## src/rtl/wdt_defines.svh

```systemverilog
// register offsets, field positions, reset values and counts of the watchdog
// assumes inclusion by the watchdog module only; the package does not include it
`ifndef WDT_DEFINES_SVH
`define WDT_DEFINES_SVH

`define ADDR_CLOCK_AND_INTERVAL_CONTROL 8'h8e
`define ADDR_WATCHDOG_CONTROL_STATUS 8'hd8
`define ADDR_UNLOCK_REGISTER 8'hc7

`define RESET_CLOCK_AND_INTERVAL_CONTROL 8'h03
`define RESET_WATCHDOG_CONTROL_STATUS 8'h00

`define UNLOCK_KEY_FIRST 8'haa
`define UNLOCK_KEY_SECOND 8'h55

`define BIT_INTERVAL_HI 7
`define BIT_INTERVAL_LO 6
`define BIT_CLOCK_MODE_HI 2
`define BIT_CLOCK_MODE_LO 0
`define BIT_TIMEOUT_IRQ_FLAG 3
`define BIT_RESET_CAUSE_FLAG 2
`define BIT_RESET_ENABLE 1
`define BIT_RESTART_STROBE 0

`define COUNT_WIDTH 27
`define INTERVAL_00_CLOCKS 27'd131072
`define INTERVAL_01_CLOCKS 27'd1048576
`define INTERVAL_10_CLOCKS 27'd8388608
`define INTERVAL_11_CLOCKS 27'd67108864
`define RESET_DELAY_CLOCKS 10'd512

`endif

```

## src/rtl/wdt_pkg.sv

```systemverilog
// types shared by the watchdog and whoever drives its special function port
// assumes nothing beyond the defines header
package wdt_pkg;
   typedef enum logic [1:0] {
      UNLOCK_IDLE = 2'b00,
      UNLOCK_FIRST = 2'b01,
      UNLOCK_OPEN = 2'b10
   } unlock_state_t;

   typedef struct packed {
      logic wr;
      logic rd;
      logic [7:0] addr;
      logic [7:0] wdata;
   } sfr_req_t;

   typedef struct packed {
      logic timeout_irq_flag;
      logic reset_cause_flag;
      logic reset_enable;
      logic restart_strobe;
   } control_status_t;
endpackage

```

## src/rtl/watchdog_timer_with_reset.sv

```systemverilog
// watchdog timer with timeout flag, delayed core reset and timed-access unlock
// assumes a core that drives one special function access per cycle and that
// rst carries every reset of the core except the one this block requests
`timescale 1ns/1ps
`include "wdt_defines.svh"

// How it works
// timeout after 131072, 1048576, 8388608 or 67108864 clocks per interval field
// interval field sits in bits 7 and 6 of clock control register
// with reset enabled, core reset follows timeout by 512 clocks unless restarted
// restart strobe clears the count so counting begins again from zero
// restart strobe bit clears itself after one cycle
// watchdog reset sets reset cause flag; only software or another reset clears it
// software writing the cause flag to one stores status, no reset
// any other reset clears the cause flag; otherwise it stays set
// watchdog leaves the cause flag alone while reset enable is zero
// reset enable gates the core reset only, never the interrupt
// every timeout sets the irq flag; request needs both enables
// with irq enable low, flag still sets so software can poll it
// irq flag clears on software write of zero or on reset
// watchdog keeps running through its own reset and restarts the count
// counter runs free on the system clock with no extra prescaler
// software unlocks every write of the watchdog control register
// software should prefer the interrupt over the watchdog reset
// unlock is 0xaa then 0x55 to the unlock register, then the write
// software writing one to the irq flag raises the interrupt as a timeout would, without arming a reset
// control writes without a fresh unlock are ignored entirely
module watchdog_timer_with_reset
   import wdt_pkg::*;
#(
   parameter logic [26:0] INTERVAL_00 = `INTERVAL_00_CLOCKS,
   parameter logic [26:0] INTERVAL_01 = `INTERVAL_01_CLOCKS,
   parameter logic [26:0] INTERVAL_10 = `INTERVAL_10_CLOCKS,
   parameter logic [26:0] INTERVAL_11 = `INTERVAL_11_CLOCKS
) (
   input wire logic clock,
   input wire logic rst,
   input wire sfr_req_t sfr_req,
   output logic [7:0] sfr_rdata,
   input wire logic timeout_irq_enable,
   input wire logic global_irq_enable,
   output logic timeout_irq_req,
   output logic mcu_reset
);

   // ************************************************************
   // constants
   // ************************************************************
   // reset images are kept whole so every field takes its value from one place
   localparam logic [7:0] INTERVAL_RESET = `RESET_CLOCK_AND_INTERVAL_CONTROL;
   localparam logic [7:0] CONTROL_RESET = `RESET_WATCHDOG_CONTROL_STATUS;
   localparam logic [9:0] DELAY_LAST = `RESET_DELAY_CLOCKS - 10'd1;

   // ************************************************************
   // shared state
   // ************************************************************
   // state and strobes that more than one section reads, and the count, read only by the counter
   control_status_t control_status;
   logic [1:0] interval_select;
   logic [26:0] count;
   logic restart_write;
   logic timeout_event;
   logic reset_fire;

   // ************************************************************
   // address decode
   // ************************************************************
   logic hit_unlock;
   logic hit_control;
   logic hit_interval;
   logic unlock_open;
   logic control_write;
   logic interval_write;

   assign hit_unlock = sfr_req.addr == `ADDR_UNLOCK_REGISTER;
   assign hit_control = sfr_req.addr == `ADDR_WATCHDOG_CONTROL_STATUS;
   assign hit_interval = sfr_req.addr == `ADDR_CLOCK_AND_INTERVAL_CONTROL;

   // interval selection needs no unlock; only the control register is guarded
   assign interval_write = sfr_req.wr & hit_interval;
   // only the write right after the two keys may touch the control register
   assign control_write = sfr_req.wr & hit_control & unlock_open;

   // ************************************************************
   // timed-access unlock
   // ************************************************************
   unlock_state_t unlock_state;
   unlock_state_t next_unlock_state;
   logic key_first;
   logic key_second;

   assign key_first = sfr_req.wr & hit_unlock & (sfr_req.wdata == `UNLOCK_KEY_FIRST);
   assign key_second = sfr_req.wr & hit_unlock & (sfr_req.wdata == `UNLOCK_KEY_SECOND);
   assign unlock_open = unlock_state == UNLOCK_OPEN;

   // any write, matching or not, advances, restarts or closes the sequence; cycles
   // without a write leave it where it is
   always_comb begin
      next_unlock_state = unlock_state;
      if (sfr_req.wr) begin
         unique case (unlock_state)
            UNLOCK_IDLE: begin
               if (key_first) begin
                  next_unlock_state = UNLOCK_FIRST;
               end else begin
                  next_unlock_state = UNLOCK_IDLE;
               end
            end
            UNLOCK_FIRST: begin
               if (key_second) begin
                  next_unlock_state = UNLOCK_OPEN;
               end else if (key_first) begin
                  next_unlock_state = UNLOCK_FIRST;
               end else begin
                  next_unlock_state = UNLOCK_IDLE;
               end
            end
            UNLOCK_OPEN: begin
               // the single protected write spends the unlock
               if (key_first) begin
                  next_unlock_state = UNLOCK_FIRST;
               end else begin
                  next_unlock_state = UNLOCK_IDLE;
               end
            end
            default: begin
               // the unused code falls back to closed
               next_unlock_state = UNLOCK_IDLE;
            end
         endcase
      end
   end

   always_ff @(posedge clock) begin
      if (rst) begin
         unlock_state <= UNLOCK_IDLE;
      end else begin
         unlock_state <= next_unlock_state;
      end
   end

   // ************************************************************
   // clock and interval control register
   // ************************************************************
   logic [1:0] next_interval_select;
   logic [2:0] clock_mode;
   logic [2:0] next_clock_mode;

   // the mode bits drive no logic and no port of this block; they are only kept here and read back
   always_comb begin
      next_interval_select = interval_select;
      next_clock_mode = clock_mode;
      if (interval_write) begin
         next_interval_select = sfr_req.wdata[`BIT_INTERVAL_HI:`BIT_INTERVAL_LO];
         next_clock_mode = sfr_req.wdata[`BIT_CLOCK_MODE_HI:`BIT_CLOCK_MODE_LO];
      end
   end

   always_ff @(posedge clock) begin
      if (rst) begin
         interval_select <= INTERVAL_RESET[`BIT_INTERVAL_HI:`BIT_INTERVAL_LO];
         clock_mode <= INTERVAL_RESET[`BIT_CLOCK_MODE_HI:`BIT_CLOCK_MODE_LO];
      end else begin
         interval_select <= next_interval_select;
         clock_mode <= next_clock_mode;
      end
   end

   // ************************************************************
   // interval limit
   // ************************************************************
   // limits are parameters so that simulation can shorten them
   logic [26:0] limit;

   always_comb begin
      unique case (interval_select)
         2'b00: limit = INTERVAL_00;
         2'b01: limit = INTERVAL_01;
         2'b10: limit = INTERVAL_10;
         2'b11: limit = INTERVAL_11;
      endcase
   end

   // ************************************************************
   // watchdog counter
   // ************************************************************
   logic [26:0] next_count;
   logic terminal;

   // compare with >= so a shorter interval chosen mid-count takes effect at once
   assign terminal = count >= (limit - 27'd1);
   assign restart_write = control_write & sfr_req.wdata[`BIT_RESTART_STROBE];
   // a restart in the terminal cycle wins: no flag and no arming
   assign timeout_event = terminal & ~restart_write;

   // no prescaler: one count per clock, and the count never stops, not
   // even across the reset this block requests
   always_comb begin
      next_count = count + 27'd1;
      if (restart_write || terminal || reset_fire) begin
         next_count = '0;
      end
   end

   always_ff @(posedge clock) begin
      if (rst) begin
         count <= '0;
      end else begin
         count <= next_count;
      end
   end

   // ************************************************************
   // reset delay
   // ************************************************************
   logic armed;
   logic next_armed;
   logic [9:0] delay;
   logic [9:0] next_delay;

   assign reset_fire = armed & control_status.reset_enable &
                       (delay == DELAY_LAST);

   // later timeouts while armed do not restart the delay, so the reset keeps
   // its place after the first missed restart
   always_comb begin
      next_armed = armed;
      next_delay = delay;
      if (restart_write) begin
         next_armed = 1'b0;
         next_delay = '0;
      end else if (armed) begin
         if (!control_status.reset_enable || reset_fire) begin
            next_armed = 1'b0;
            next_delay = '0;
         end else begin
            next_delay = delay + 10'd1;
         end
      end else if (timeout_event && control_status.reset_enable) begin
         next_armed = 1'b1;
         next_delay = '0;
      end
   end

   always_ff @(posedge clock) begin
      if (rst) begin
         armed <= 1'b0;
         delay <= '0;
      end else begin
         armed <= next_armed;
         delay <= next_delay;
      end
   end

   // ************************************************************
   // core reset request
   // ************************************************************
   logic next_mcu_reset;

   // one registered cycle; a core that needs a longer reset stretches it itself
   always_comb begin
      next_mcu_reset = reset_fire;
   end

   always_ff @(posedge clock) begin
      if (rst) begin
         mcu_reset <= 1'b0;
      end else begin
         mcu_reset <= next_mcu_reset;
      end
   end

   // ************************************************************
   // watchdog control and status register
   // ************************************************************
   control_status_t next_control_status;

   always_comb begin
      next_control_status = control_status;
      next_control_status.restart_strobe = 1'b0;
      if (control_write) begin
         // a written one only stores status and never starts a reset
         next_control_status.timeout_irq_flag =
            sfr_req.wdata[`BIT_TIMEOUT_IRQ_FLAG];
         next_control_status.reset_cause_flag =
            sfr_req.wdata[`BIT_RESET_CAUSE_FLAG];
         next_control_status.reset_enable = sfr_req.wdata[`BIT_RESET_ENABLE];
         next_control_status.restart_strobe = sfr_req.wdata[`BIT_RESTART_STROBE];
      end
      // hardware sets win over a software clear in the same cycle
      if (timeout_event) begin
         next_control_status.timeout_irq_flag = 1'b1;
      end
      // besides a software write of one, only the watchdog's own reset sets the cause;
      // with reset disabled it never fires, so the flag is left alone
      if (reset_fire) begin
         next_control_status.reset_cause_flag = 1'b1;
      end
   end

   always_ff @(posedge clock) begin
      if (rst) begin
         // every other reset of the core clears both flags and the enable
         control_status <= control_status_t'(
            CONTROL_RESET[`BIT_TIMEOUT_IRQ_FLAG:`BIT_RESTART_STROBE]);
      end else begin
         control_status <= next_control_status;
      end
   end

   // ************************************************************
   // interrupt request
   // ************************************************************
   // enable bit and global enable only gate the request, never the flag; a
   // flag left set keeps the request up, so software clears it before leaving
   assign timeout_irq_req = control_status.timeout_irq_flag & timeout_irq_enable &
                            global_irq_enable;

   // ************************************************************
   // read data
   // ************************************************************
   logic [7:0] next_sfr_rdata;

   // unmapped addresses and the unlock register read as zero, and so do
   // bits without storage
   always_comb begin
      next_sfr_rdata = 8'h00;
      if (sfr_req.rd) begin
         if (hit_control) begin
            next_sfr_rdata = {4'h0, control_status};
         end else if (hit_interval) begin
            next_sfr_rdata = {interval_select, 3'h0, clock_mode};
         end
      end
   end

   always_ff @(posedge clock) begin
      if (rst) begin
         sfr_rdata <= 8'h00;
      end else begin
         sfr_rdata <= next_sfr_rdata;
      end
   end

endmodule // watchdog_timer_with_reset

```

## config.mk

```make
export PLATFORM = sky130hd
export DESIGN_NAME = watchdog_timer_with_reset
export DESIGN_NICKNAME = d
export VERILOG_FILES = /design/src/rtl/wdt_pkg.sv /design/src/rtl/watchdog_timer_with_reset.sv
export VERILOG_INCLUDE_DIRS = /design/src /design/src/rtl
export SDC_FILE = /design/constraint.sdc
export NUM_CORES = 1
export LEC_CHECK = 0
export ABC_AREA = 0
export BUFFER_PORTS_ARGS = -buffer_cell sky130_fd_sc_hd__buf_2
export CAP_MARGIN = 25
export CORE_MARGIN = 10
export CORE_UTILIZATION = 60
export DETAILED_ROUTE_END_ITERATION = 16
export GPL_TIMING_DRIVEN = 0
export HOLD_SLACK_MARGIN = 0.1
export PLACE_DENSITY = 0.78
export SYNTH_ARGS = -nofsm -noshare
export SYNTH_HDL_FRONTEND = slang
export SYNTH_SLANG_ARGS = --single-unit
```

## constraint.sdc

```tcl
create_clock -name clock -period 4.3 [get_ports clock]
set_input_delay 0.645 -clock clock [delete_from_list [all_inputs] [get_ports clock]]
set_output_delay 0.645 -clock clock [all_outputs]
set_load 0.005 [all_outputs]
```

==> impl_metrics.csv, run 1 <==
group,metric,value,unit
status,status,"finished, final reports clean",
timing,fin_worst_skew,0.0119,ns
layout,fillers,413,
timing,max_clock_freq,0.393,GHz
cts,htree_levels,2,
timing,slew_headroom,0.395,
floorplan,die_h,89.1,µm
route,drc,0,
setup_path,reg2reg_from,"interval_select[1]",
cts,numCtsBuffers,5,
layout,n_antenna_cell,0,
timing,finalCritPeriodShare,0.592,
cts,clkLatencyLatePin,0.31,ns
setup_path,slowest_stage,"or4_4",
route,drt_iter0_drc,131,
setup_path,critical_path_required,4.49,ns
cts,cts_tree,"built",
layout,final_cell_mix,"dfxtp_1 (56), nor3_1 (38), buf_2 (29)",
cts,cts_setup_buffers,0,
route,vias_per_cell,5.86,
layout,seq_area,0.00112,mm²
setup_path,crit_type,"reg2reg",
timing,period_minus_slack,2.55,ns
global_routing,grt_first_pass_wirelength,10400,µm
cts,clkSlewWorstSetupHoldPaths,0.10,ns
setup_path,arrival,2.74,ns
timing,rsz0062_at_grt,"false",
placed_design,dp.cells,415,
synth,netlist_area,0.00286,mm²
layout,layout_commonest_cell,"dfxtp_1",
floorplan,num_rows,25,
timing,setup_tns,0,ns
route,drt.antenna.violating_nets,0,
floorplan,initial_utilization,0.614,
setup_path,cpMostUsedCell,"buf_6",
synth,synth-edff-count,0,
timing,hold_violations,0,
global_routing,first_global_vias,2396,
synth,avgSynthCellArea,8.62,µm²
placed_design,gp_congestion,0.847,
synth,synthFlopType,"dfxtp_1",
layout,multiInputGateArea,0.00160,mm²
synth,synthCells,332,
layout,nets,402,
placed_design,port_buffers,28,
synth,async_flop_share,0,
synth,ys_warn_count,0,
floorplan,die-area,0.00793,mm²
setup_path,crit_chain,"nand2_1 > ha_1 > nand4_1 > or4_4 > nor4_4 > or3_1 > buf_6 > buf_6 > nor3_1",
timing,final-setup-viol-count,0,
cts,root_buffer,"clkbuf_8",
min_path,worstHoldStart,"control_status[0]",
setup_path,cp-end-kind,"flip-flop",
global_routing,grt_overflow,0,
floorplan,core_area,0.00466,mm²
floorplan,die_w,89.1,µm
cts,cts-hold-fix-buffers,0,
global_routing,antenna_found_initial,0,
route,firstDrtPassIters,4,
min_path,hold_path_class,"reg2reg",
cts,ctsResizeCount,0,
cts,clock-sinks,56,
global_routing,grt_start_max_net_pins,17,
layout,areaGrowthSynthToFinish,10.7,%
setup_path,crit_start,"interval_select[1]",
route,wire_per_inst,13.9,µm
cts,clk_path_buf_depth,2,
pwr,finalPower,859,µW
pwr,p_leak,0.00119,µW
global_routing,track_usage,0.160,
setup_path,critPathMaxFanout,10,
setup_path,critPathMaxStageDelay,0.58,ns
pwr,ir_worst_vdd,0.189,mV
layout,final_cells,423,
pwr,powerDensity,271,mW/mm²
setup_path,cp-start-kind,"flip-flop",
timing,slew_viol_final,0,
synth,ys_seq_area_frac,0.392,
route,routed_wl,5900,µm
run,maxCapViolations,0,
floorplan,ioPinCount,32,
synth,synth_cell_types,49,
layout,drive_gt1_frac,0.130,
route,via_count,2480,
synth,synth-seq-cells,56,
timing,max_slew.worst_pin.slew,0.899,ns
placed_design,dp_hpwl,4390,µm
## critical path: cells and delay by family (launching register included)
family | cells | cell delay (ns)
simple gates | 6 | 1.41
flops | 1 | 0.40
fa+ha+maj | 1 | 0.31
buf+inv | 2 | 0.29
## per-stage QoR
step,util,instance area (µm²),setup slack (ns),hold slack (ns)
final,0.680,3170,1.75,0.456
after global routing,0.680,3170,1.54,0.491
after CTS,0.680,3170,1.74,0.458
after detailed placement,0.660,3070,1.76,0.437
after global placement,0.660,3070,1.77,0.435
after floorplan,-,2870,1.99,0.420
## cells in the mapped netlist (3+ instances only)
cell type,instances,area [µm²]
dfxtp_1,56,1120
nor3_1,38,190
nand2_1,26,97.6
nand3_1,20,100
nor2_1,19,71.3
xnor2_1,17,149
inv_1,16,60.1
nand4_1,15,93.8
ha_1,12,150
xor2_1,11,96.3
a21oi_1,9,45.0
and3_1,8,50.1
o31ai_1,8,60.1
clkbuf_1,7,26.3
o21ai_0,7,35.0
and2_1,6,37.5
nor4_1,6,37.5
a22o_1,3,26.3
buf_4,3,22.5
buf_6,3,33.8
nand4b_1,3,26.3
## registers in the layout (all words and copies together), names as in the netlist
| name | cells |
|---|---|
| mcu_reset | 1 |
| clock_mode | 3 |
| interval_select | 2 |
| delay | 10 |
| sfr_rdata | 6 |
| count | 27 |
| control_status | 4 |
| unlock_state | 2 |
| armed | 1 |
## area by class of cell
cell class | count | area share
Inverter | 16 | 0.0190
Clock buffer | 7 | 0.0273
Clock inverter | 1 | 0.00237
Buffer | 14 | 0.0276
Multi-Input combinational cell | 247 | 0.504
Sequential cell | 56 | 0.354
Tap cell | 54 | 0.0213
Timing Repair Buffer | 28 | 0.0442
## cell families (layout without fill, tap and decap cells)
kind of cell	Yosys count	in the layout	synth area share
muxes	2	2	0.00699
buffers and inverters	30	66	0.0516
xor gates and xnor gates	28	28	0.0857
adders and majority gates	12	12	0.0524
other	2	3	0.00262
DFF	56	56	0.392
and+or+nand+nor	161	161	0.312
AOI/OAI and AO/OA	41	41	0.0975
## power by group
part / internal (µW) / leakage (µW) / total, µW / switching [µW]
Sequential: 521 / 0.000452 / 523 / 1.87
Clock: 131 / 0.0000445 / 297 / 165
Combinational: 16.3 / 0.000691 / 40.0 / 23.7
Total: 668 / 0.00119 / 859 / 191
## layer usage
metal / global-route usage / share of wire / vias to the layer above / wire, µm
met2: 0.271 / 0.47 / 53 / 2780
met5: 0 / 0 / - / 0
met4: 0.0477 / 0.012 / 0 / 70
met3: 0.0401 / 0.058 / 6 / 344
met1: 0.195 / 0.46 / 1148 / 2700
li1: - / - / 1273 / -
## worst paths after layout
| check | cells after the start | endpoint | slack (ns) |
|---|---|---|---|
| max reg2reg | 9 | count[26] | 1.75 |
| min | 1 | sfr_rdata[0] | 0.46 |
| max | 9 | count[26] | 1.75 |
| min reg2reg | 1 | sfr_rdata[0] | 0.46 |
(Power assumes the default switching activity.)
==> inputs of run 2 (changes only) <==
--- a/config.mk
+++ b/config.mk
@@ -6,15 +6,15 @@
 export SDC_FILE = /design/constraint.sdc
 export NUM_CORES = 1
 export LEC_CHECK = 0
-export ABC_AREA = 0
+export ABC_AREA = 1
 export BUFFER_PORTS_ARGS = -buffer_cell sky130_fd_sc_hd__buf_2
 export CAP_MARGIN = 25
 export CORE_MARGIN = 10
-export CORE_UTILIZATION = 60
+export CORE_UTILIZATION = 58
 export DETAILED_ROUTE_END_ITERATION = 16
 export GPL_TIMING_DRIVEN = 0
 export HOLD_SLACK_MARGIN = 0.1
-export PLACE_DENSITY = 0.78
+export PLACE_DENSITY = 0.76
 export SYNTH_ARGS = -nofsm -noshare
 export SYNTH_HDL_FRONTEND = slang
 export SYNTH_SLANG_ARGS = --single-unit
==> constraint.sdc (replaced) <==
create_clock -name clock -period 2.6 [get_ports clock]
set_input_delay 0.39 -clock clock [delete_from_list [all_inputs] [get_ports clock]]
set_output_delay 0.39 -clock clock [all_outputs]
set_load 0.005 [all_outputs]
==> run 2 against run 1 <==
Count of clock-buffer cells in the layout down 2. Critical path depth increased by 3. Combinational power grew 75%. Flip-flop and latch count did not move. Final cell count is 20% higher. Highest routed layer unchanged. Utilization down 2.0 points. Worst setup slack lost 1.2 ns.
==> impl_metrics.csv, run 2 <==
group,metric,value,unit
status,status,"finished, final reports clean",
timing,max_clock_freq,0.489,GHz
timing,max_slew.worst_pin.slew,0.595,ns
min_path,worstHoldStart,"sfr_req[16]",
setup_path,crit_type,"reg2reg",
global_routing,track_usage,0.146,
synth,async_flop_share,0,
floorplan,core_area,0.00507,mm²
route,route.top_layer_used,"met4",
layout,nets,471,
setup_path,arrival,2.28,ns
floorplan,ioPinCount,32,
route,wl_met3,173,µm
cts,cts_setup_buffers,0,
layout,drive_gt1_frac,0.174,
layout,final_cell_mix,"nand2_1 (74), dfxtp_1 (56), nor2_1 (52)",
placed_design,place_worst_setup_slack,0.558,ns
pwr,p_leak,0.00136,µW
placed_design,dp_hpwl,4650,µm
timing,setup_slack,0.556,ns
setup_path,reg2regPathDepth,12,
synth,synth_cell_types,38,
route,route.layer.met1.wl,2770,µm
timing,slew_headroom,0.602,
timing,setup_tns,0,ns
setup_path,cp-end-kind,"flip-flop",
route,drt_iter0_drc,86,
route,vias_per_cell,5.00,
synth,ys_seq_area_frac,0.373,
global_routing,antenna_found_initial,0,
layout,areaGrowthSynthToFinish,11.4,%
route,route.met2.wl,2850,µm
floorplan,die_w,92,µm
synth,yosys-top-cells-count,"nand2_1 (74), dfxtp_1 (56), nor2_1 (52)",
cts,clock-sinks,56,
cts,numCtsBuffers,5,
cts,clk_path_buf_depth,2,
route,wire_per_inst,11.5,µm
cts,clkLatencyLatePin,0.31,ns
synth,netlist_area,0.00301,mm²
floorplan,initial_utilization,0.592,
synth,synth_most_common_cell,"nand2_1",
layout,largest_reg_flops,27,
placed_design,port_buffers,28,
setup_path,cp-start-kind,"flip-flop",
synth,synth_top_area_share,0.373,
cts,cts_tree,"built",
synth,avgSynthCellArea,7.50,µm²
synth,synthCells,401,
timing,rsz0062_at_grt,"false",
timing,fin_worst_skew,0.0111,ns
timing,hold_violations,0,
min_path,hold_depth,3,
synth,synthFlopType,"dfxtp_1",
pwr,powerDensity,446,mW/mm²
cts,cts-hold-fix-buffers,0,
global_routing,grt_overflow,0,
cts,root_buffer,"clkbuf_8",
placed_design,gp_congestion,0.817,
pwr,ir_worst_vdd,0.304,mV
floorplan,num_rows,26,
timing,finalCritPeriodShare,0.786,
route,drt.antenna.violating_nets,0,
run,maxCapViolations,0,
layout,reg_top3,"count x27, delay x10, sfr_rdata x6",
cts,ctsResizeCount,0,
timing,final-setup-viol-count,0,
cts,htree_levels,2,
setup_path,r2r_slack,0.56,ns
global_routing,first_global_vias,2496,
synth,synth_area_leaders,"dfxtp_1 (37%), nand2_1 (9.2%), nor2_1 (6.5%), inv_1 (5.6%), ha_1 (5.0%)",
global_routing,grt_first_pass_wirelength,10600,µm
route,firstDrtPassIters,4,
synth,ys_warn_count,0,
layout,largest-register,"count",
route,drc,0,
timing,period_minus_slack,2.04,ns
setup_path,r2r-end,"count[18]",
cts,clkSlewWorstSetupHoldPaths,0.09,ns
route,via_count,2540,
global_routing,grt_start_max_net_pins,18,
layout,layout_commonest_cell,"nand2_1",
setup_path,critPathMaxFanout,10,
setup_path,critical_path_required,2.84,ns
min_path,hold_path_class,"in2reg",
timing,slew_viol_final,0,
floorplan,die_h,92,µm
synth,synth-edff-count,0,
floorplan,die-area,0.00846,mm²
synth,synth-seq-cells,56,
setup_path,reg2reg_from,"interval_select[0]",
route,routed_wl,5850,µm
layout,finish.utilization,0.660,
layout,n_antenna_cell,0,
min_path,hold_end,"sfr_rdata[1]",
synth,synth_top_cell_by_area,"dfxtp_1",
[run 2: changes by cell type after synthesis, moves of 7 or more]
cell / delta
a21oi_1: +20
and3_1: -7
inv_1: +29
nand2_1: +48
nand3_1: +7
nand4_1: -7
nor2_1: +33
nor3_1: -27
o31ai_1: -8
xnor2_1: -16
[run 2: logic make-up (layout without fill, tap and decap cells)]
group | after synthesis | count (layout) | synth area share
flops | 56 | 56 | 0.373
simple gates | 217 | 217 | 0.374
xor+xnor | 16 | 16 | 0.0466
other cells | 2 | 3 | 0.00250
fa+ha+maj | 12 | 12 | 0.0499
compound gates | 44 | 44 | 0.0791
buf+inv | 54 | 90 | 0.0749
[run 2: metal layers]
metal,global-route usage,up-vias
met5,0,-
met4,0.0386,0
met3,0.0318,5
met2,0.259,36
met1,0.173,1130
li1,-,1369
[run 2: cell type report]
cell class,instances,area [µm²]
plain buffers,6,45.0
inverters,48,180
clock inverters,3,42.5
clock buffers,5,68.8
flip-flops and latches,56,1120
multi-input cells,292,1660
fillers,430,1730
well taps,70,87.6
repair buffers,28,140
[run 2: power breakdown]
part	leakage [µW]	switching, µW	internal (µW)
sequential	0.000452	2.74	861
clock	0.0000541	274	285
combinational	0.000851	43.5	26.5
total	0.00136	320	1170
[run 2: worst max path at each step]
stage / from / end / slack (ns) / cells after the start
after floorplan: interval_select[1] / count[13] / 0.80 / 14
after global placement: interval_select[1] / count[18] / 0.61 / 14
after detailed placement: interval_select[1] / count[18] / 0.56 / 12
after CTS: interval_select[1] / count[18] / 0.53 / 12
after global routing: interval_select[1] / count[21] / 0.35 / 12
final: interval_select[0] / count[18] / 0.56 / 12
[run 2: worst max-delay path, cell delays in order (launching register included)]
cell and delay (ns):
dfxtp_1 0.33, nor2_1 0.24, ha_1 0.29, nand2_1 0.07
nor2_1 0.04, nand2_1 0.11, nor2_1 0.05, nor2_1 0.18
nand2_4 0.10, nor2_4 0.13, nand2_4 0.11, buf_6 0.17
nor3b_2 0.14
[run 2: metrics by stage]
| stage | total power, µW | hold slack (ns) | cells | cell area [µm²] |
|---|---|---|---|---|
| CTS | 1520 | 0.376 | 508 | 3350 |
| global route | 1560 | 0.390 | 508 | 3350 |
| global placement | 952 | 0.434 | 500 | 3240 |
| detailed placement | 954 | 0.451 | 500 | 3240 |
| finish | 1490 | 0.384 | 508 | 3350 |
| floorplan | 924 | 0.417 | 402 | 3010 |
==> inputs of run 3 (changes only) <==
--- a/config.mk
+++ b/config.mk
@@ -6,15 +6,15 @@
 export SDC_FILE = /design/constraint.sdc
 export NUM_CORES = 1
 export LEC_CHECK = 0
-export ABC_AREA = 1
+export ABC_AREA = 0
 export BUFFER_PORTS_ARGS = -buffer_cell sky130_fd_sc_hd__buf_2
 export CAP_MARGIN = 25
 export CORE_MARGIN = 10
-export CORE_UTILIZATION = 58
+export CORE_UTILIZATION = 52
 export DETAILED_ROUTE_END_ITERATION = 16
 export GPL_TIMING_DRIVEN = 0
 export HOLD_SLACK_MARGIN = 0.1
-export PLACE_DENSITY = 0.76
+export PLACE_DENSITY = 0.72
 export SYNTH_ARGS = -nofsm -noshare
 export SYNTH_HDL_FRONTEND = slang
 export SYNTH_SLANG_ARGS = --single-unit
==> constraint.sdc (replaced) <==
create_clock -name clock -period 1.7 [get_ports clock]
set_input_delay 0.255 -clock clock [delete_from_list [all_inputs] [get_ports clock]]
set_output_delay 0.255 -clock clock [all_outputs]
set_load 0.005 [all_outputs]
==> run 3 against run 2 <==
The flow now finishes with violations (setup timing). Utilization increased by 2.5 points. Flip-flop and latch count unchanged. Power grew 72%. Die area up 4.8%. Sequential share of layout area is 2.0 points lower. Design area grew 7.1%. Clock power grew 100%. Critical path depth is 3 lower. Maximum frequency fell by 11%. Final cell count down 12%. Clock skew fell by 0.0042 ns.
==> impl_metrics.csv, run 3 (synthesis gave the netlist of run 1 again) <==
group,metric,value,unit
status,status,"complete, but fails checks",
status,violations,"setup timing",
global_routing,track_usage,0.152,
cts,clkSlewWorstSetupHoldPaths,0.10,ns
layout,drive_gt1_frac,0.243,
cts,root_buffer,"clkbuf_8",
route,routed_wl,6700,µm
cts,clk_path_buf_depth,2,
floorplan,die_h,94.2,µm
layout,nets,408,
route,wire_per_inst,15.0,µm
route,vias_per_cell,5.66,
layout,largest_reg_flops,27,
timing,finalCritPeriodShare,1.35,
route,drc,0,
pwr,powerDensity,715,mW/mm²
run,maxCapViolations,0,
timing,slew_viol_final,0,
global_routing,grt-busiest-layer,"met2",
setup_path,reg2reg_from,"interval_select[1]",
timing,max_slew.worst_pin.slew,0.754,ns
cts,numCtsBuffers,5,
timing,rsz0062_at_grt,"true",
setup_path,critPathMaxStageDelay,0.56,ns
global_routing,grt_overflow,0,
global_routing,gr-usage-met3,0.0352,
timing,slew_headroom,0.496,
layout,largest-register,"count",
setup_path,critical_path_required,1.91,ns
setup_path,critPathMaxFanout,10,
global_routing,grtUsageMet2,0.253,
timing,hold_violations,0,
setup_path,crit_type,"reg2reg",
layout,reg_top3,"count x27, delay x10, sfr_rdata x6",
setup_path,cp_top_family,"simple AND/OR/NAND/NOR gates",
timing,setup_slack,-0.602,ns
placed_design,dp_hpwl,4620,µm
setup_path,slowest_stage,"or4_4",
floorplan,num_rows,26,
timing,max_clock_freq,0.434,GHz
layout,layout_commonest_cell,"dfxtp_1",
pwr,p_leak,0.00134,µW
setup_path,cp-start-kind,"flip-flop",
placed_design,gp_congestion,0.817,
cts,clock-sinks,56,
cts,cts-hold-fix-buffers,0,
timing,period_minus_slack,2.30,ns
timing,final-setup-viol-count,39,
pwr,finalPower,2560,µW
route,drt_iter0_drc,101,
pwr,ir_worst_vdd,0.678,mV
layout,areaGrowthSynthToFinish,25.3,%
setup_path,path_buf_inv,3,
placed_design,place_worst_setup_slack,-0.734,ns
placed_design,port_buffers,28,
layout,finish.utilization,0.685,
global_routing,grt_start_max_net_pins,18,
cts,clkLatencyLatePin,0.32,ns
timing,whs,0.195,ns
min_path,hold_path_class,"in2reg",
floorplan,die-area,0.00887,mm²
setup_path,arrival,2.51,ns
min_path,worstHoldStart,"sfr_req[16]",
cts,htree_levels,2,
setup_path,cp-end-kind,"flip-flop",
layout,final_cell_mix,"dfxtp_1 (54), buf_2 (29), nor3_1 (24), nand2_1 (24), nand3_1 (20)",
global_routing,met1_usage,0.192,
timing,fin_worst_skew,0.00688,ns
layout,n_antenna_cell,0,
floorplan,ioPinCount,32,
setup_path,crit_start,"interval_select[1]",
route,firstDrtPassIters,4,
route,via_count,2517,
global_routing,antenna_found_initial,0,
route,drt.antenna.violating_nets,0,
floorplan,initial_utilization,0.547,
cts,cts_tree,"built",
global_routing,grt_first_pass_wirelength,11200,µm
floorplan,core_area,0.00524,mm²
setup_path,crit_chain,"inv_6 > ha_4 > nand4_1 > or4_4 > nor4_4 > buf_4 > o31a_1 > buf_6 > o21ai_0",
floorplan,die_w,94.2,µm
global_routing,first_global_vias,2432,
-- run 3: final timing paths --
path,endpoint,slack (ns),depth (start not counted)
worst max-delay path,delay[4],-0.60,9
worst min-delay path,sfr_rdata[1],0.19,2
worst max register to register,delay[4],-0.60,9
worst min register to register,clock_mode[2],0.47,2
-- run 3: cell type report --
class,instances,area [µm²]
buffer,13,97.6
clock buffer,6,93.8
clock inverter,2,60.1
fill,431,1650
inverter,16,65.1
multi-input combinational,247,1840
sequential,56,1130
tap,70,87.6
timing repair buffer,35,214
-- run 3: per-layer routing --
metal / routed length (µm) / part of all wire
met5: 0 / 0
met4: 66 / 0.0099
met3: 318 / 0.047
met2: 3330 / 0.50
met1: 2990 / 0.45
-- run 3: through the flow --
| stage | TNS, ns | cells | cell area, µm² |
|---|---|---|---|
| floorplan | -13.22 | 333 | 2950 |
| global placement | -22.97 | 431 | 3170 |
| detailed placement | -23.97 | 431 | 3170 |
| CTS | -19.69 | 443 | 3420 |
| global route | -25.77 | 445 | 3590 |
| finish | -21.24 | 445 | 3590 |
-- run 3: what timing repair did --
action	CTS	global route
setup endpoints to repair	40	46
resized for setup	13	26
gates cloned	0	1
setup buffers	4	2
pin swaps	2	5
-- run 3: power breakdown --
part / total [µW] / internal, µW / switching, µW
Combinational: 111 / 43.8 / 67.5
Sequential: 1320 / 1310 / 5.08
Clock: 1130 / 678 / 456
